$ cat src/hw/pcc_defs.svh
// constants for the completion sender: descriptor fields, register map, reset values
// assumes a 64-bit completion stream and 32-bit software registers
`ifndef PCC_DEFS_SVH
`define PCC_DEFS_SVH
`define PCC_D_LADDR 6:0
`define PCC_D_ATYPE 9:8
`define PCC_D_RSV0 15:10
`define PCC_D_BCNT 28:16
`define PCC_D_LOCK 29
`define PCC_D_RSV1 31:30
`define PCC_D_DWCNT 42:32
`define PCC_D_STAT 45:43
`define PCC_D_POISON 46
`define PCC_D_RSV2 47
`define PCC_D_REQID 63:48
`define PCC_D_TAG 71:64
`define PCC_D_FUNC 79:72
`define PCC_D_FUNC3 74:72
`define PCC_D_DEV 79:75
`define PCC_D_BUS 87:80
`define PCC_D_CIDEN 88
`define PCC_D_TC 91:89
`define PCC_D_ATTR 94:92
`define PCC_D_ECRC 95
`define PCC_STAT_SC 3'h0
`define PCC_STAT_UR 3'h1
`define PCC_STAT_CA 3'h4
`define PCC_IO_BCNT 13'h0004
`define PCC_ZL_BCNT 13'h0001
`define PCC_A_CTRL 8'h00
`define PCC_A_REQID 8'h04
`define PCC_A_ATTR 8'h08
`define PCC_A_CID 8'h0c
`define PCC_A_ADDR 8'h10
`define PCC_A_STATUS 8'h14
`define PCC_A_PAY 8'h40
`define PCC_A_PAY_END 8'h5c
`define PCC_C_START 0
`define PCC_C_STSEL 2:1
`define PCC_C_POISON 3
`define PCC_C_MAXPL 11:8
`define PCC_R_ID 15:0
`define PCC_R_TAG 23:16
`define PCC_T_KIND 2:0
`define PCC_T_LOCK 3
`define PCC_T_ATYPE 5:4
`define PCC_T_TC 8:6
`define PCC_T_ATTR 11:9
`define PCC_T_ECRC 12
`define PCC_T_CIDOVR 13
`define PCC_T_ARI 14
`define PCC_I_FUNC 7:0
`define PCC_I_DEV 12:8
`define PCC_I_BUS 20:13
`define PCC_M_ADDR 6:0
`define PCC_M_FIRST 11:8
`define PCC_M_LAST 15:12
`define PCC_M_DWCNT 26:16
`define PCC_RST_MAXPL 4'h8
`define PCC_PAY_MAX 4'h8
`endif

$ cat src/hw/pcc_pkg.sv
// types shared by the completion sender and its byte count calculator
// assumes pcc_defs.svh for all numeric constants
package pcc_pkg;
    typedef enum logic [2:0] {kind_mem_rd, kind_io_rd, kind_io_wr, kind_atomic, kind_cfg_rd, kind_cfg_wr}
        pcc_kind_type;
    typedef enum logic [1:0] {st_idle, st_load, st_send, st_next} pcc_state_type;
    typedef struct packed {
        pcc_state_type state;
        logic [15:0] req_id;
        logic [7:0] tag;
        pcc_kind_type kind;
        logic locked;
        logic [1:0] atype;
        logic [2:0] tc;
        logic [2:0] attr;
        logic ecrc;
        logic cid_ovr;
        logic ari;
        logic [7:0] func;
        logic [4:0] dev;
        logic [7:0] bus;
        logic [6:0] addr_lo;
        logic [3:0] first_mask;
        logic [3:0] last_mask;
        logic [10:0] dw_count;
        logic [1:0] stat_sel;
        logic poison;
        logic [3:0] max_pl;
        logic [7:0][31:0] pay;
        logic [10:0] rem_dw;
        logic [12:0] rem_bytes;
        logic [10:0] sent_dw;
        logic [10:0] cur_dc;
        logic first_cmpl;
        logic [95:0] desc;
        logic [2:0] beat;
        logic [2:0] nbeats;
        logic [63:0] cc_data;
        logic [1:0] cc_keep;
        logic cc_valid;
        logic cc_last;
        logic [31:0] rdata;
        logic [7:0] cmpl_cnt;
        logic busy;
    } pcc_main_type;
endpackage

$ cat src/hw/pcc_calc_if.sv
// request byte masks and dword count toward the calculator, byte figures back
// assumes one clock domain; purely combinational traffic
`timescale 1ns/10ps
interface pcc_calc_if;
    logic [3:0] first_mask;
    logic [3:0] last_mask;
    logic [10:0] dw_count;
    logic [12:0] total_bytes;
    logic [1:0] lead;
    modport src (output first_mask, output last_mask, output dw_count, input total_bytes, input lead);
    modport calc (input first_mask, input last_mask, input dw_count, output total_bytes, output lead);
endinterface

$ cat src/hw/pcc_byte_count.sv
// total byte count of a request from its byte masks and dword count
// assumes masks copied from the request as received
`timescale 1ns/10ps
module pcc_byte_count
    import pcc_pkg::*;
(
    pcc_calc_if.calc calc
);
    function automatic logic [1:0] lead_off(input logic [3:0] m);
        lead_off = m[0] ? 2'h0 : m[1] ? 2'h1 : m[2] ? 2'h2 : 2'h3;
    endfunction

    function automatic logic [1:0] trail_off(input logic [3:0] m);
        trail_off = m[3] ? 2'h0 : m[2] ? 2'h1 : m[1] ? 2'h2 : 2'h3;
    endfunction

    logic [12:0] full_bytes;

    assign full_bytes = {calc.dw_count[10:0], 2'h0};

    always_comb
    begin
        calc.lead = (calc.first_mask == 4'h0) ? 2'h0 : lead_off(calc.first_mask);
        if (calc.last_mask == 4'h0)
        begin
            // single dword: span between outermost enabled bytes, empty mask still counts one
            if (calc.first_mask == 4'h0)
                calc.total_bytes = 13'h0001;
            else
                calc.total_bytes = 13'(3'h4 - {1'b0, trail_off(calc.first_mask)}
                    - {1'b0, lead_off(calc.first_mask)});
        end
        else
        begin
            calc.total_bytes = full_bytes - 13'(lead_off(calc.first_mask))
                - 13'(trail_off(calc.last_mask));
        end
    end
endmodule

$ cat src/hw/pcc_cmpl_sender.sv
// completion sender: builds completion descriptors and sends them with payload as stream packets
// assumes a 64-bit completion stream on i_clk, dword-aligned mode, payload of at most 8 dwords
//
// Design decisions made here: strobed register access and the address map.
`timescale 1ns/10ps
`include "pcc_defs.svh"
// Functional notes
// - lower address only for memory reads
// - address type only for memory, atomics
// - byte count four for io completions
// - zero-length read: count one, dummy dword
// - byte count holds remaining bytes per split
// - locked bit only for locked reads
// - dword count by kind and status
// - status is SC, UR or CA
// - poison only when software flags bad data
// - copy requester id, tag, traffic class
// - function number always, eight bits with ARI
// - device number with override when supplied, without ARI
// - bus number with override when supplied
// - copy attribute bits from request
// - total bytes from masks and dword count
// - one or more completions per non-posted request
// - split by max payload, own descriptor
// - payload starts after descriptor, whole dwords
// - payload dwords passed as written, gaps not nulled
// - descriptor fills first beat and low dword of second
// - valid held through whole packet
module pcc_cmpl_sender
    import pcc_pkg::*;
(
    input wire logic i_clk,
    input wire logic i_sys_rst,
    input wire logic i_clk_en,
    input wire logic [7:0] i_reg_addr,
    input wire logic [31:0] i_reg_wdata,
    input wire logic i_reg_wr,
    input wire logic i_reg_rd,
    output logic [31:0] o_reg_rdata,
    input wire logic i_cc_tready,
    output logic [63:0] o_cc_tdata,
    output logic [1:0] o_cc_tkeep,
    output logic o_cc_tlast,
    output logic o_cc_tvalid,
    output logic o_busy
);
    pcc_main_type st_ff;
    pcc_main_type nxt_st;
    pcc_calc_if u_calc_if();

    pcc_byte_count u_byte_count
    (
        .calc (u_calc_if.calc)
    );

    assign u_calc_if.first_mask = st_ff.first_mask;
    assign u_calc_if.last_mask = st_ff.last_mask;
    assign u_calc_if.dw_count = st_ff.dw_count;

    function automatic logic [2:0] stat_code(input logic [1:0] sel);
        case (sel)
            2'h0: stat_code = `PCC_STAT_SC;
            2'h1: stat_code = `PCC_STAT_UR;
            default: stat_code = `PCC_STAT_CA;
        endcase
    endfunction

    function automatic logic [10:0] min_dw(input logic [10:0] a, input logic [3:0] lim);
        logic [10:0] l;
        l = (lim == 4'h0 || lim > `PCC_PAY_MAX) ? 11'(`PCC_PAY_MAX) : 11'(lim);
        min_dw = (a < l) ? a : l;
    endfunction

    // dword j of the packet: descriptor first, payload right behind it
    function automatic logic [31:0] pkt_dw(input pcc_main_type s, input logic [3:0] j);
        logic [10:0] idx;
        idx = s.sent_dw + 11'(j) - 11'h003;
        case (j)
            4'h0: pkt_dw = s.desc[31:0];
            4'h1: pkt_dw = s.desc[63:32];
            4'h2: pkt_dw = s.desc[95:64];
            default: pkt_dw = s.pay[idx[2:0]];
        endcase
    endfunction

    logic zero_len;
    logic is_sc;
    logic [10:0] ld_dc;
    logic [12:0] ld_bc;
    logic [6:0] ld_la;
    logic [6:0] split_la;
    logic [3:0] ld_tot;
    logic [12:0] consumed;
    logic [10:0] rem_dw_next;
    logic [3:0] j0;
    logic [3:0] j1;
    logic [3:0] tot_dw;
    logic load_beat;

    assign zero_len = (st_ff.first_mask == 4'h0) && (st_ff.last_mask == 4'h0);
    assign is_sc = (st_ff.stat_sel == 2'h0);
    assign tot_dw = 4'h3 + st_ff.cur_dc[3:0];
    assign j0 = {st_ff.beat, 1'b0};
    assign j1 = {st_ff.beat, 1'b1};
    assign load_beat = !st_ff.cc_valid || (i_cc_tready && !st_ff.cc_last);
    assign split_la = 7'({st_ff.addr_lo[6:2], 2'h0} + {st_ff.sent_dw[4:0], 2'h0});

    always_comb
    begin
        ld_dc = 11'h000;
        ld_bc = 13'h0000;
        ld_la = 7'h00;
        case (st_ff.kind)
            kind_mem_rd:
            begin
                ld_la = st_ff.first_cmpl ? {st_ff.addr_lo[6:2], u_calc_if.lead} : split_la;
                if (zero_len)
                begin
                    ld_dc = is_sc ? 11'h001 : 11'h000;
                    ld_bc = `PCC_ZL_BCNT;
                end
                else
                begin
                    ld_dc = is_sc ? min_dw(st_ff.rem_dw, st_ff.max_pl) : 11'h000;
                    ld_bc = st_ff.rem_bytes;
                end
            end
            kind_io_rd, kind_cfg_rd:
            begin
                ld_dc = is_sc ? 11'h001 : 11'h000;
                ld_bc = `PCC_IO_BCNT;
            end
            kind_io_wr, kind_cfg_wr:
            begin
                ld_dc = 11'h000;
                ld_bc = `PCC_IO_BCNT;
            end
            kind_atomic:
            begin
                ld_dc = is_sc ? min_dw(st_ff.dw_count, `PCC_PAY_MAX) : 11'h000;
                ld_bc = u_calc_if.total_bytes;
            end
            default:
            begin
                ld_dc = 11'h000;
                ld_bc = 13'h0000;
            end
        endcase
        ld_tot = 4'h3 + ld_dc[3:0];
        consumed = st_ff.first_cmpl ? 13'({st_ff.cur_dc, 2'h0} - 13'(st_ff.cmpl_cnt[0] & 1'b0) - 13'(u_calc_if.lead))
            : 13'({st_ff.cur_dc, 2'h0});
        rem_dw_next = (st_ff.rem_dw > st_ff.cur_dc) ? st_ff.rem_dw - st_ff.cur_dc : 11'h000;
    end

    always_comb
    begin
        nxt_st = st_ff;
        nxt_st.rdata = 32'h0000_0000;
        if (i_reg_rd)
        begin
            case (i_reg_addr)
                `PCC_A_CTRL: nxt_st.rdata = {20'h0_0000, st_ff.max_pl, 4'h0, st_ff.poison, st_ff.stat_sel, 1'b0};
                `PCC_A_REQID: nxt_st.rdata = {8'h00, st_ff.tag, st_ff.req_id};
                `PCC_A_ATTR: nxt_st.rdata = {17'h0_0000, st_ff.ari, st_ff.cid_ovr, st_ff.ecrc, st_ff.attr,
                    st_ff.tc, st_ff.atype, st_ff.locked, st_ff.kind};
                `PCC_A_CID: nxt_st.rdata = {11'h000, st_ff.bus, st_ff.dev, st_ff.func};
                `PCC_A_ADDR: nxt_st.rdata = {5'h00, st_ff.dw_count, st_ff.last_mask, st_ff.first_mask,
                    1'b0, st_ff.addr_lo};
                `PCC_A_STATUS: nxt_st.rdata = {16'h0000, st_ff.cmpl_cnt, 7'h00, (st_ff.state != st_idle)};
                default:
                begin
                    if (i_reg_addr >= `PCC_A_PAY && i_reg_addr <= `PCC_A_PAY_END && i_reg_addr[1:0] == 2'h0)
                        nxt_st.rdata = st_ff.pay[i_reg_addr[4:2]];
                    else
                        nxt_st.rdata = 32'h0000_0000;
                end
            endcase
        end
        // request fields are frozen while a request is in flight
        if (i_reg_wr && st_ff.state == st_idle)
        begin
            case (i_reg_addr)
                `PCC_A_CTRL:
                begin
                    nxt_st.stat_sel = i_reg_wdata[`PCC_C_STSEL];
                    nxt_st.poison = i_reg_wdata[`PCC_C_POISON];
                    nxt_st.max_pl = i_reg_wdata[`PCC_C_MAXPL];
                    if (i_reg_wdata[`PCC_C_START])
                        nxt_st.state = st_load;
                end
                `PCC_A_REQID:
                begin
                    nxt_st.req_id = i_reg_wdata[`PCC_R_ID];
                    nxt_st.tag = i_reg_wdata[`PCC_R_TAG];
                end
                `PCC_A_ATTR:
                begin
                    nxt_st.kind = pcc_kind_type'(i_reg_wdata[`PCC_T_KIND]);
                    nxt_st.locked = i_reg_wdata[`PCC_T_LOCK];
                    nxt_st.atype = i_reg_wdata[`PCC_T_ATYPE];
                    nxt_st.tc = i_reg_wdata[`PCC_T_TC];
                    nxt_st.attr = i_reg_wdata[`PCC_T_ATTR];
                    nxt_st.ecrc = i_reg_wdata[`PCC_T_ECRC];
                    nxt_st.cid_ovr = i_reg_wdata[`PCC_T_CIDOVR];
                    nxt_st.ari = i_reg_wdata[`PCC_T_ARI];
                end
                `PCC_A_CID:
                begin
                    nxt_st.func = i_reg_wdata[`PCC_I_FUNC];
                    nxt_st.dev = i_reg_wdata[`PCC_I_DEV];
                    nxt_st.bus = i_reg_wdata[`PCC_I_BUS];
                end
                `PCC_A_ADDR:
                begin
                    nxt_st.addr_lo = i_reg_wdata[`PCC_M_ADDR];
                    nxt_st.first_mask = i_reg_wdata[`PCC_M_FIRST];
                    nxt_st.last_mask = i_reg_wdata[`PCC_M_LAST];
                    nxt_st.dw_count = i_reg_wdata[`PCC_M_DWCNT];
                end
                default:
                begin
                    if (i_reg_addr >= `PCC_A_PAY && i_reg_addr <= `PCC_A_PAY_END && i_reg_addr[1:0] == 2'h0)
                        nxt_st.pay[i_reg_addr[4:2]] = i_reg_wdata;
                end
            endcase
            if (i_reg_addr == `PCC_A_CTRL && i_reg_wdata[`PCC_C_START])
            begin
                nxt_st.rem_dw = st_ff.dw_count;
                nxt_st.rem_bytes = u_calc_if.total_bytes;
                nxt_st.sent_dw = 11'h000;
                nxt_st.first_cmpl = 1'b1;
            end
        end
        case (st_ff.state)
            st_idle:
            begin
            end
            st_load:
            begin
                nxt_st.cur_dc = ld_dc;
                nxt_st.beat = 3'h0;
                nxt_st.nbeats = 3'((ld_tot + 4'h1) >> 1);
                nxt_st.desc = 96'h0;
                nxt_st.desc[`PCC_D_LADDR] = ld_la;
                if (st_ff.kind == kind_mem_rd || st_ff.kind == kind_atomic)
                    nxt_st.desc[`PCC_D_ATYPE] = st_ff.atype;
                nxt_st.desc[`PCC_D_BCNT] = ld_bc;
                nxt_st.desc[`PCC_D_LOCK] = st_ff.locked && st_ff.kind == kind_mem_rd;
                nxt_st.desc[`PCC_D_DWCNT] = ld_dc;
                nxt_st.desc[`PCC_D_STAT] = stat_code(st_ff.stat_sel);
                nxt_st.desc[`PCC_D_POISON] = st_ff.poison && ld_dc != 11'h000;
                nxt_st.desc[`PCC_D_REQID] = st_ff.req_id;
                nxt_st.desc[`PCC_D_TAG] = st_ff.tag;
                if (st_ff.ari)
                    nxt_st.desc[`PCC_D_FUNC] = st_ff.func;
                else
                begin
                    nxt_st.desc[`PCC_D_FUNC3] = st_ff.func[2:0];
                    if (st_ff.cid_ovr)
                        nxt_st.desc[`PCC_D_DEV] = st_ff.dev;
                end
                if (st_ff.cid_ovr)
                    nxt_st.desc[`PCC_D_BUS] = st_ff.bus;
                nxt_st.desc[`PCC_D_CIDEN] = st_ff.cid_ovr;
                nxt_st.desc[`PCC_D_TC] = st_ff.tc;
                nxt_st.desc[`PCC_D_ATTR] = st_ff.attr;
                nxt_st.desc[`PCC_D_ECRC] = st_ff.ecrc;
                nxt_st.state = st_send;
            end
            st_send:
            begin
                if (st_ff.cc_valid && i_cc_tready && st_ff.cc_last)
                begin
                    nxt_st.cc_valid = 1'b0;
                    nxt_st.cc_last = 1'b0;
                    nxt_st.state = st_next;
                end
                else if (load_beat)
                begin
                    // valid never drops between beats of one packet
                    nxt_st.cc_valid = 1'b1;
                    nxt_st.cc_data = {pkt_dw(st_ff, j1), pkt_dw(st_ff, j0)};
                    nxt_st.cc_keep = {(j1 < tot_dw), 1'b1};
                    nxt_st.cc_last = (st_ff.beat == st_ff.nbeats - 3'h1);
                    nxt_st.beat = st_ff.beat + 3'h1;
                end
            end
            st_next:
            begin
                nxt_st.cmpl_cnt = st_ff.cmpl_cnt + 8'h01;
                nxt_st.first_cmpl = 1'b0;
                nxt_st.sent_dw = st_ff.sent_dw + st_ff.cur_dc;
                nxt_st.rem_dw = rem_dw_next;
                nxt_st.rem_bytes = (consumed >= st_ff.rem_bytes) ? 13'h0000 : st_ff.rem_bytes - consumed;
                // only successful memory reads split; a zero-length read ends after one
                if (st_ff.kind == kind_mem_rd && is_sc && !zero_len && rem_dw_next != 11'h000
                    && st_ff.cur_dc != 11'h000)
                    nxt_st.state = st_load;
                else
                    nxt_st.state = st_idle;
            end
            default:
            begin
                nxt_st.state = st_idle;
            end
        endcase
        nxt_st.busy = (nxt_st.state != st_idle);
    end

    always_ff @(posedge i_clk or posedge i_sys_rst)
    begin
        if (i_sys_rst)
        begin
            st_ff <= '0;
            st_ff.state <= st_idle;
            st_ff.max_pl <= `PCC_RST_MAXPL;
        end
        else if (i_clk_en)
        begin
            st_ff <= nxt_st;
        end
    end

    assign o_reg_rdata = st_ff.rdata;
    assign o_cc_tdata = st_ff.cc_data;
    assign o_cc_tkeep = st_ff.cc_keep;
    assign o_cc_tlast = st_ff.cc_last;
    assign o_cc_tvalid = st_ff.cc_valid;
    assign o_busy = st_ff.busy;

    a_valid_hold: assert property (@(posedge i_clk) disable iff (i_sys_rst)
        o_cc_tvalid && !i_cc_tready && !o_cc_tlast |=> o_cc_tvalid)
        else $error("valid dropped inside a packet");
    a_data_stable: assert property (@(posedge i_clk) disable iff (i_sys_rst)
        o_cc_tvalid && !i_cc_tready |=> $stable(o_cc_tdata) && $stable(o_cc_tlast))
        else $error("stream changed while stalled");
    a_lower_zero: assert property (@(posedge i_clk) disable iff (i_sys_rst)
        st_ff.state == st_send && st_ff.kind != kind_mem_rd |-> st_ff.desc[`PCC_D_LADDR] == 7'h00)
        else $error("lower address set for non memory read");
    a_atype_zero: assert property (@(posedge i_clk) disable iff (i_sys_rst)
        st_ff.state == st_send && st_ff.kind inside {kind_io_rd, kind_io_wr, kind_cfg_rd, kind_cfg_wr}
        |-> st_ff.desc[`PCC_D_ATYPE] == 2'h0)
        else $error("address type set for non memory completion");
    a_io_bytes: assert property (@(posedge i_clk) disable iff (i_sys_rst)
        st_ff.state == st_load && st_ff.kind inside {kind_io_rd, kind_io_wr}
        |=> st_ff.desc[`PCC_D_BCNT] == 13'h0004)
        else $error("io byte count not four");
    a_zero_len: assert property (@(posedge i_clk) disable iff (i_sys_rst)
        st_ff.state == st_load && st_ff.kind == kind_mem_rd && zero_len && is_sc
        |=> st_ff.desc[`PCC_D_BCNT] == 13'h0001 && st_ff.desc[`PCC_D_DWCNT] == 11'h001 && st_ff.nbeats == 3'h2)
        else $error("zero length read completion malformed");
    a_bytes_shrink: assert property (@(posedge i_clk) disable iff (i_sys_rst)
        st_ff.state == st_next && st_ff.rem_bytes != 13'h0000 && st_ff.cur_dc != 11'h000
        |=> st_ff.rem_bytes < $past(st_ff.rem_bytes))
        else $error("remaining byte count did not shrink");
    a_err_no_data: assert property (@(posedge i_clk) disable iff (i_sys_rst)
        st_ff.state == st_load && !is_sc |=> st_ff.desc[`PCC_D_DWCNT] == 11'h000 && st_ff.nbeats == 3'h2)
        else $error("error completion carries payload");
    a_status_legal: assert property (@(posedge i_clk) disable iff (i_sys_rst)
        st_ff.state == st_send |-> st_ff.desc[`PCC_D_STAT] inside {3'h0, 3'h1, 3'h4})
        else $error("illegal completion status");
    a_reserved_zero: assert property (@(posedge i_clk) disable iff (i_sys_rst)
        st_ff.state == st_send |-> st_ff.desc[`PCC_D_RSV0] == 6'h00 && st_ff.desc[`PCC_D_RSV1] == 2'h0
        && !st_ff.desc[`PCC_D_RSV2])
        else $error("reserved descriptor bits set");
    a_split_limit: assert property (@(posedge i_clk) disable iff (i_sys_rst)
        st_ff.state == st_send |-> st_ff.cur_dc <= 11'(`PCC_PAY_MAX))
        else $error("completion exceeds payload limit");
endmodule

$ cat config.mk
export PLATFORM = sky130hd
export DESIGN_NAME = pcc_cmpl_sender
export DESIGN_NICKNAME = d
export VERILOG_FILES = /design/src/hw/pcc_pkg.sv /design/src/hw/pcc_calc_if.sv /design/src/hw/pcc_byte_count.sv /design/src/hw/pcc_cmpl_sender.sv
export VERILOG_INCLUDE_DIRS = /design/src /design/src/hw
export SDC_FILE = /design/constraint.sdc
export NUM_CORES = 2
export LEC_CHECK = 0
export BUFFER_PORTS_ARGS = -buffer_cell sky130_fd_sc_hd__buf_2
export CORE_ASPECT_RATIO = 0.6
export CORE_MARGIN = 5
export CORE_UTILIZATION = 63
export CTS_CLUSTER_SIZE = 8
export DETAILED_ROUTE_END_ITERATION = 8
export PLACE_DENSITY_LB_ADDON = 0.2
export SLEW_MARGIN = 0
export SYNTH_ARGS = -nofsm -noshare
export SYNTH_HDL_FRONTEND = slang
export SYNTH_SLANG_ARGS = --single-unit
$ cat constraint.sdc
create_clock -name i_clk -period 24.9 [get_ports i_clk]
set_input_delay 3.735 -clock i_clk [delete_from_list [all_inputs] [get_ports i_clk]]
set_output_delay 3.735 -clock i_clk [all_outputs]
set_load 0.02 [all_outputs]
==> flow_summary_export.csv <==
group,metric,value,unit
run_status,status,"complete, no violations",
critical_path,path_cells,"buf_2 -> buf_4 -> inv_1 -> buf_4 -> nand2_1 -> nor3_2 -> nand2b_1 -> buf_4 -> mux2_2",
sta,hold_ws,0.459,ns
sta,fin_skew,0.0243,ns
sta,period_share,27.8,%
yosys,ys_warn_count,0,
sta,rsz0062_at_grt,"false",
global_route,grt_pass1_wl,159000,um
clocking,cts_tree,"built",
power_and_ir_drop,internal_power,2.14,mW
yosys,synthFlopType,"dfrtp_1",
power_and_ir_drop,combinationalPowerShare,38.3,%
yosys,synth.net_count,2869,
power_and_ir_drop,p_sw,1.29,mW
final_layout,multi_input_area,0.0162,mm^2
sta,setup_violations,0,
power_and_ir_drop,cellPowerDensity,97.2,mW/mm^2
sta,finalHoldViolCount,0,
yosys,syn_inst,2757,
critical_path,worstSetupPathType,"primary input to flip-flop",
power_and_ir_drop,clkPwrFrac,29.8,%
critical_path,cp.arrival,7.40,ns
final_layout,layout.nets,2842,
run,drv_cap,0,
critical_path,cp_data_required_time,25.38,ns
placement,dp_hpwl,72900,um
power_and_ir_drop,pwr-share-seq,32.0,%
final_layout,ff_latch_area,0.0145,mm^2
floorplan,dieWidth,304,um
floorplan,row_count,64,
drt,highest_layer,"met5",
drt,wl,106000,um
floorplan,dieHeight,186,um
yosys,synth_edf_count,0,
clocking,cts_resized,0,
drt,drt-initial-drc-count,3541,
sta,layout_min_cycle_time,6.93,ns
placement,port_buffers,146,
global_route,antenna_found_initial,7,
clocking,root_buffer,"clkbuf_16",
power_and_ir_drop,ir_worst_vdd,0.000121,V
yosys,avgSynthCellArea,11.9,um^2
critical_path,max_stage_delay,0.85,ns
power_and_ir_drop,power.leakage,16.4,nW
drt,dr_wl_met2,44300,um
yosys,async_flop_share,100,%
critical_path,critPathMaxFanout,31,
drt,antenna_left,0,
drt,dr.pass1.iters,7,
yosys,synth-seq-area-share,44.4,%
critical_path,slowest_stage,"nor3_2",
sta,setup_tns,0,ns
power_and_ir_drop,sw_frac_of_total,37.7,%
drt,via_count,24600,
critical_path,crit_path_frequent_cell,"buf_4",
critical_path,crit_family,"buffers and inverters",
global_route,grt_overflow,0,
global_route,grt_pass1_vias,24300,
critical_path,crit_path_end_kind,"flip-flop",
drt,drc,0,
drt,via_per_inst,7.16,
clocking,path_clk_slew,0.05,ns
global_route,grt_max_degree,174,
yosys,ys_types,79,
clocking,cts_max_level,3,
final_layout,fillCellCount,3593,
sta,fmax,144,MHz
sta,slew_viol_final,0,
yosys,ys_ff_latch,580,
final_layout,area_growth,8.22,%
floorplan,die_area,0.0567,mm^2
final_layout,drive_gt1_share,30.8,%
floorplan,core-area,0.0512,mm^2
sta,worstMarginPinSlew,1.33,ns
clocking,cts_sinks,580,
min_path,hold_class,"flip-flop to flip-flop",
critical_path,critPathLaunchType,"primary input",
clocking,cts_made_buffers,82,
drt,wl_met1,42700,um
floorplan,io_pins,147,
floorplan,start_util,63.9,%
drt,wl_met3,15600,um
drt,drt-wirelength-per-cell,30.7,um
clocking,hold_buffers,0,
clocking,clk_latency,0.61,ns
global_route,grtUsageTotal,36.9,%
yosys,netlist_area,0.0327,mm^2
clocking,cts_buffer_depth,3,
clocking,cts_setup_buffers,0,
sta,slew-limit-headroom,10.9,%
placement,gp_congestion,0.983,
critical_path,critPathBufInv,5,
-- final timing paths --
kind	from	to	slack (ns)	cells after the start
worst max register to register	j0[1]	o_cc_tdata[12]	20.16	12
max in group asynchronous	i_sys_rst	st_ff[217]	19.06	4
worst min-delay path	o_cc_tkeep[0]	o_cc_tkeep[0]	0.46	1
worst min register to register	o_cc_tkeep[0]	o_cc_tkeep[0]	0.46	1
worst max-delay path	i_reg_addr[4]	st_ff[593]	17.97	9
min in group asynchronous	i_sys_rst	async pin	3.35	2
-- routing by layer --
layer  up-vias  GRT usage [%]
met5         -              0
met2      1798           51.0
met1     12600           55.4
li1       9997              -
met4         6           10.1
met3       265           14.0
-- cell type report --
class                      count  share of cell area [%]
multi-input combinational   1775                    45.9
clock buffer                  96                    6.25
antenna                        3                  0.0212
sequential                   580                    41.1
timing repair buffer         195                    3.16
clock inverter                 2                   0.110
inverter                      96                    1.04
tap                          693                    2.45
-- placed cells by master (no fill, tap or decap), types with 9 or more instances in the layout --
cell type | netlist | routed
nor3_1 | 22 | 20
clkbuf_1 | 131 | 9
o22ai_1 | 31 | 31
mux4_2 | 179 | 179
mux2i_1 | 63 | 63
o221ai_1 | 35 | 35
nand2b_1 | 13 | 13
o21ai_0 | 98 | 98
mux2_2 | 339 | 339
a22o_1 | 13 | 13
ha_1 | 59 | 57
inv_1 | 96 | 95
dfrtp_1 | 579 | 578
a222oi_1 | 28 | 28
nand4_1 | 9 | 9
nand3_1 | 29 | 27
mux2_1 | 10 | 10
nor2_1 | 74 | 72
a22oi_1 | 54 | 54
clkbuf_16 | 0 | 87
a21oi_1 | 98 | 98
xor2_1 | 22 | 22
nand2_1 | 367 | 366
a21o_1 | 11 | 11
nor4_1 | 14 | 13
xnor2_1 | 36 | 36
nor2b_1 | 16 | 13
mux4_1 | 16 | 16
or2_2 | 10 | 10
buf_4 | 114 | 50
buf_2 | 38 | 144
-- synth_stat cells (5+ instances only) --
| master | number | area (um^2) |
|---|---|---|
| a311oi_1 | 5 | 43.8 |
| inv_1 | 96 | 360 |
| buf_4 | 114 | 856 |
| or2_2 | 10 | 62.6 |
| nand4_1 | 9 | 56.3 |
| ha_1 | 59 | 738 |
| mux2i_1 | 63 | 631 |
| nand3_1 | 29 | 145 |
| nand2_1 | 367 | 1380 |
| mux4_2 | 179 | 4030 |
| o221ai_1 | 35 | 307 |
| a221o_1 | 6 | 60.1 |
| a222oi_1 | 28 | 280 |
| xor2_1 | 22 | 193 |
| nor4_1 | 14 | 87.6 |
| clkbuf_1 | 131 | 492 |
| or3_1 | 7 | 43.8 |
| a22oi_1 | 54 | 405 |
| a21oi_1 | 98 | 490 |
| mux2_2 | 339 | 3820 |
| o22a_1 | 5 | 43.8 |
| fa_1 | 7 | 140 |
| a22o_1 | 13 | 114 |
| o22ai_1 | 31 | 194 |
| o31ai_1 | 6 | 45.0 |
| buf_2 | 38 | 190 |
| buf_6 | 9 | 101 |
| a21o_1 | 11 | 82.6 |
| nor2b_1 | 16 | 100 |
| a221oi_1 | 6 | 52.6 |
| dfrtp_1 | 579 | 14500 |
| nand2b_1 | 13 | 81.3 |
| o32ai_1 | 7 | 61.3 |
| a211oi_1 | 5 | 37.5 |
| o21ai_0 | 98 | 490 |
| nor3_1 | 22 | 110 |
| mux2_1 | 10 | 113 |
| o21a_1 | 7 | 52.6 |
| mux4_1 | 16 | 420 |
| buf_1 | 11 | 41.3 |
| nor2_1 | 74 | 278 |
| xnor2_1 | 36 | 315 |
-- cells by family after synthesis --
family	count (synthesis)	share of synthesized area [%]
compound gates	449	9.31
xor+xnor	61	1.70
fa+ha+maj	66	2.69
buf+inv	402	6.34
flops	580	44.4
mux	607	27.6
simple gates	592	7.96
-- through the flow --
step	instances	cell area [um^2]	total power, mW	util [%]	setup WS [ns]
3_5_place_dp	3339	33100	2.41	64.7	17.56
5_1_grt	3439	35400	3.59	69.1	17.99
2_1_floorplan	2757	32700	2.11	-	4.94
6_report	3440	35400	3.44	69.1	17.97
3_3_place_gp	3339	33100	2.39	64.7	17.69
4_1_cts	3437	35400	3.43	69.1	18.20
-- worst register-to-register path, stage by stage, from the launching register on --
cell,delay [ns]
dfrtp_1,0.51
inv_1,0.12
ha_2,0.30
ha_4,0.16
xnor2_1,0.33
xnor2_4,0.15
buf_4,0.52
buf_4,0.58
mux4_2,0.60
mux2i_1,0.37
nor3_1,0.09
a21oi_1,0.69
o21ai_0,0.16
-- power by group through the flow --
| stage | sequential [mW] | clock, mW | combinational, mW |
|---|---|---|---|
| 6_report | 1.10 | 1.02 | 1.31 |
| 3_5_place_dp | 1.11 | 0 | 1.30 |
| 5_1_grt | 1.10 | 1.07 | 1.41 |
| 3_3_place_gp | 1.11 | 0 | 1.28 |
| 2_1_floorplan | 1.07 | 0 | 1.04 |
| 4_1_cts | 1.10 | 1.03 | 1.30 |
(Power assumes the default switching activity.)
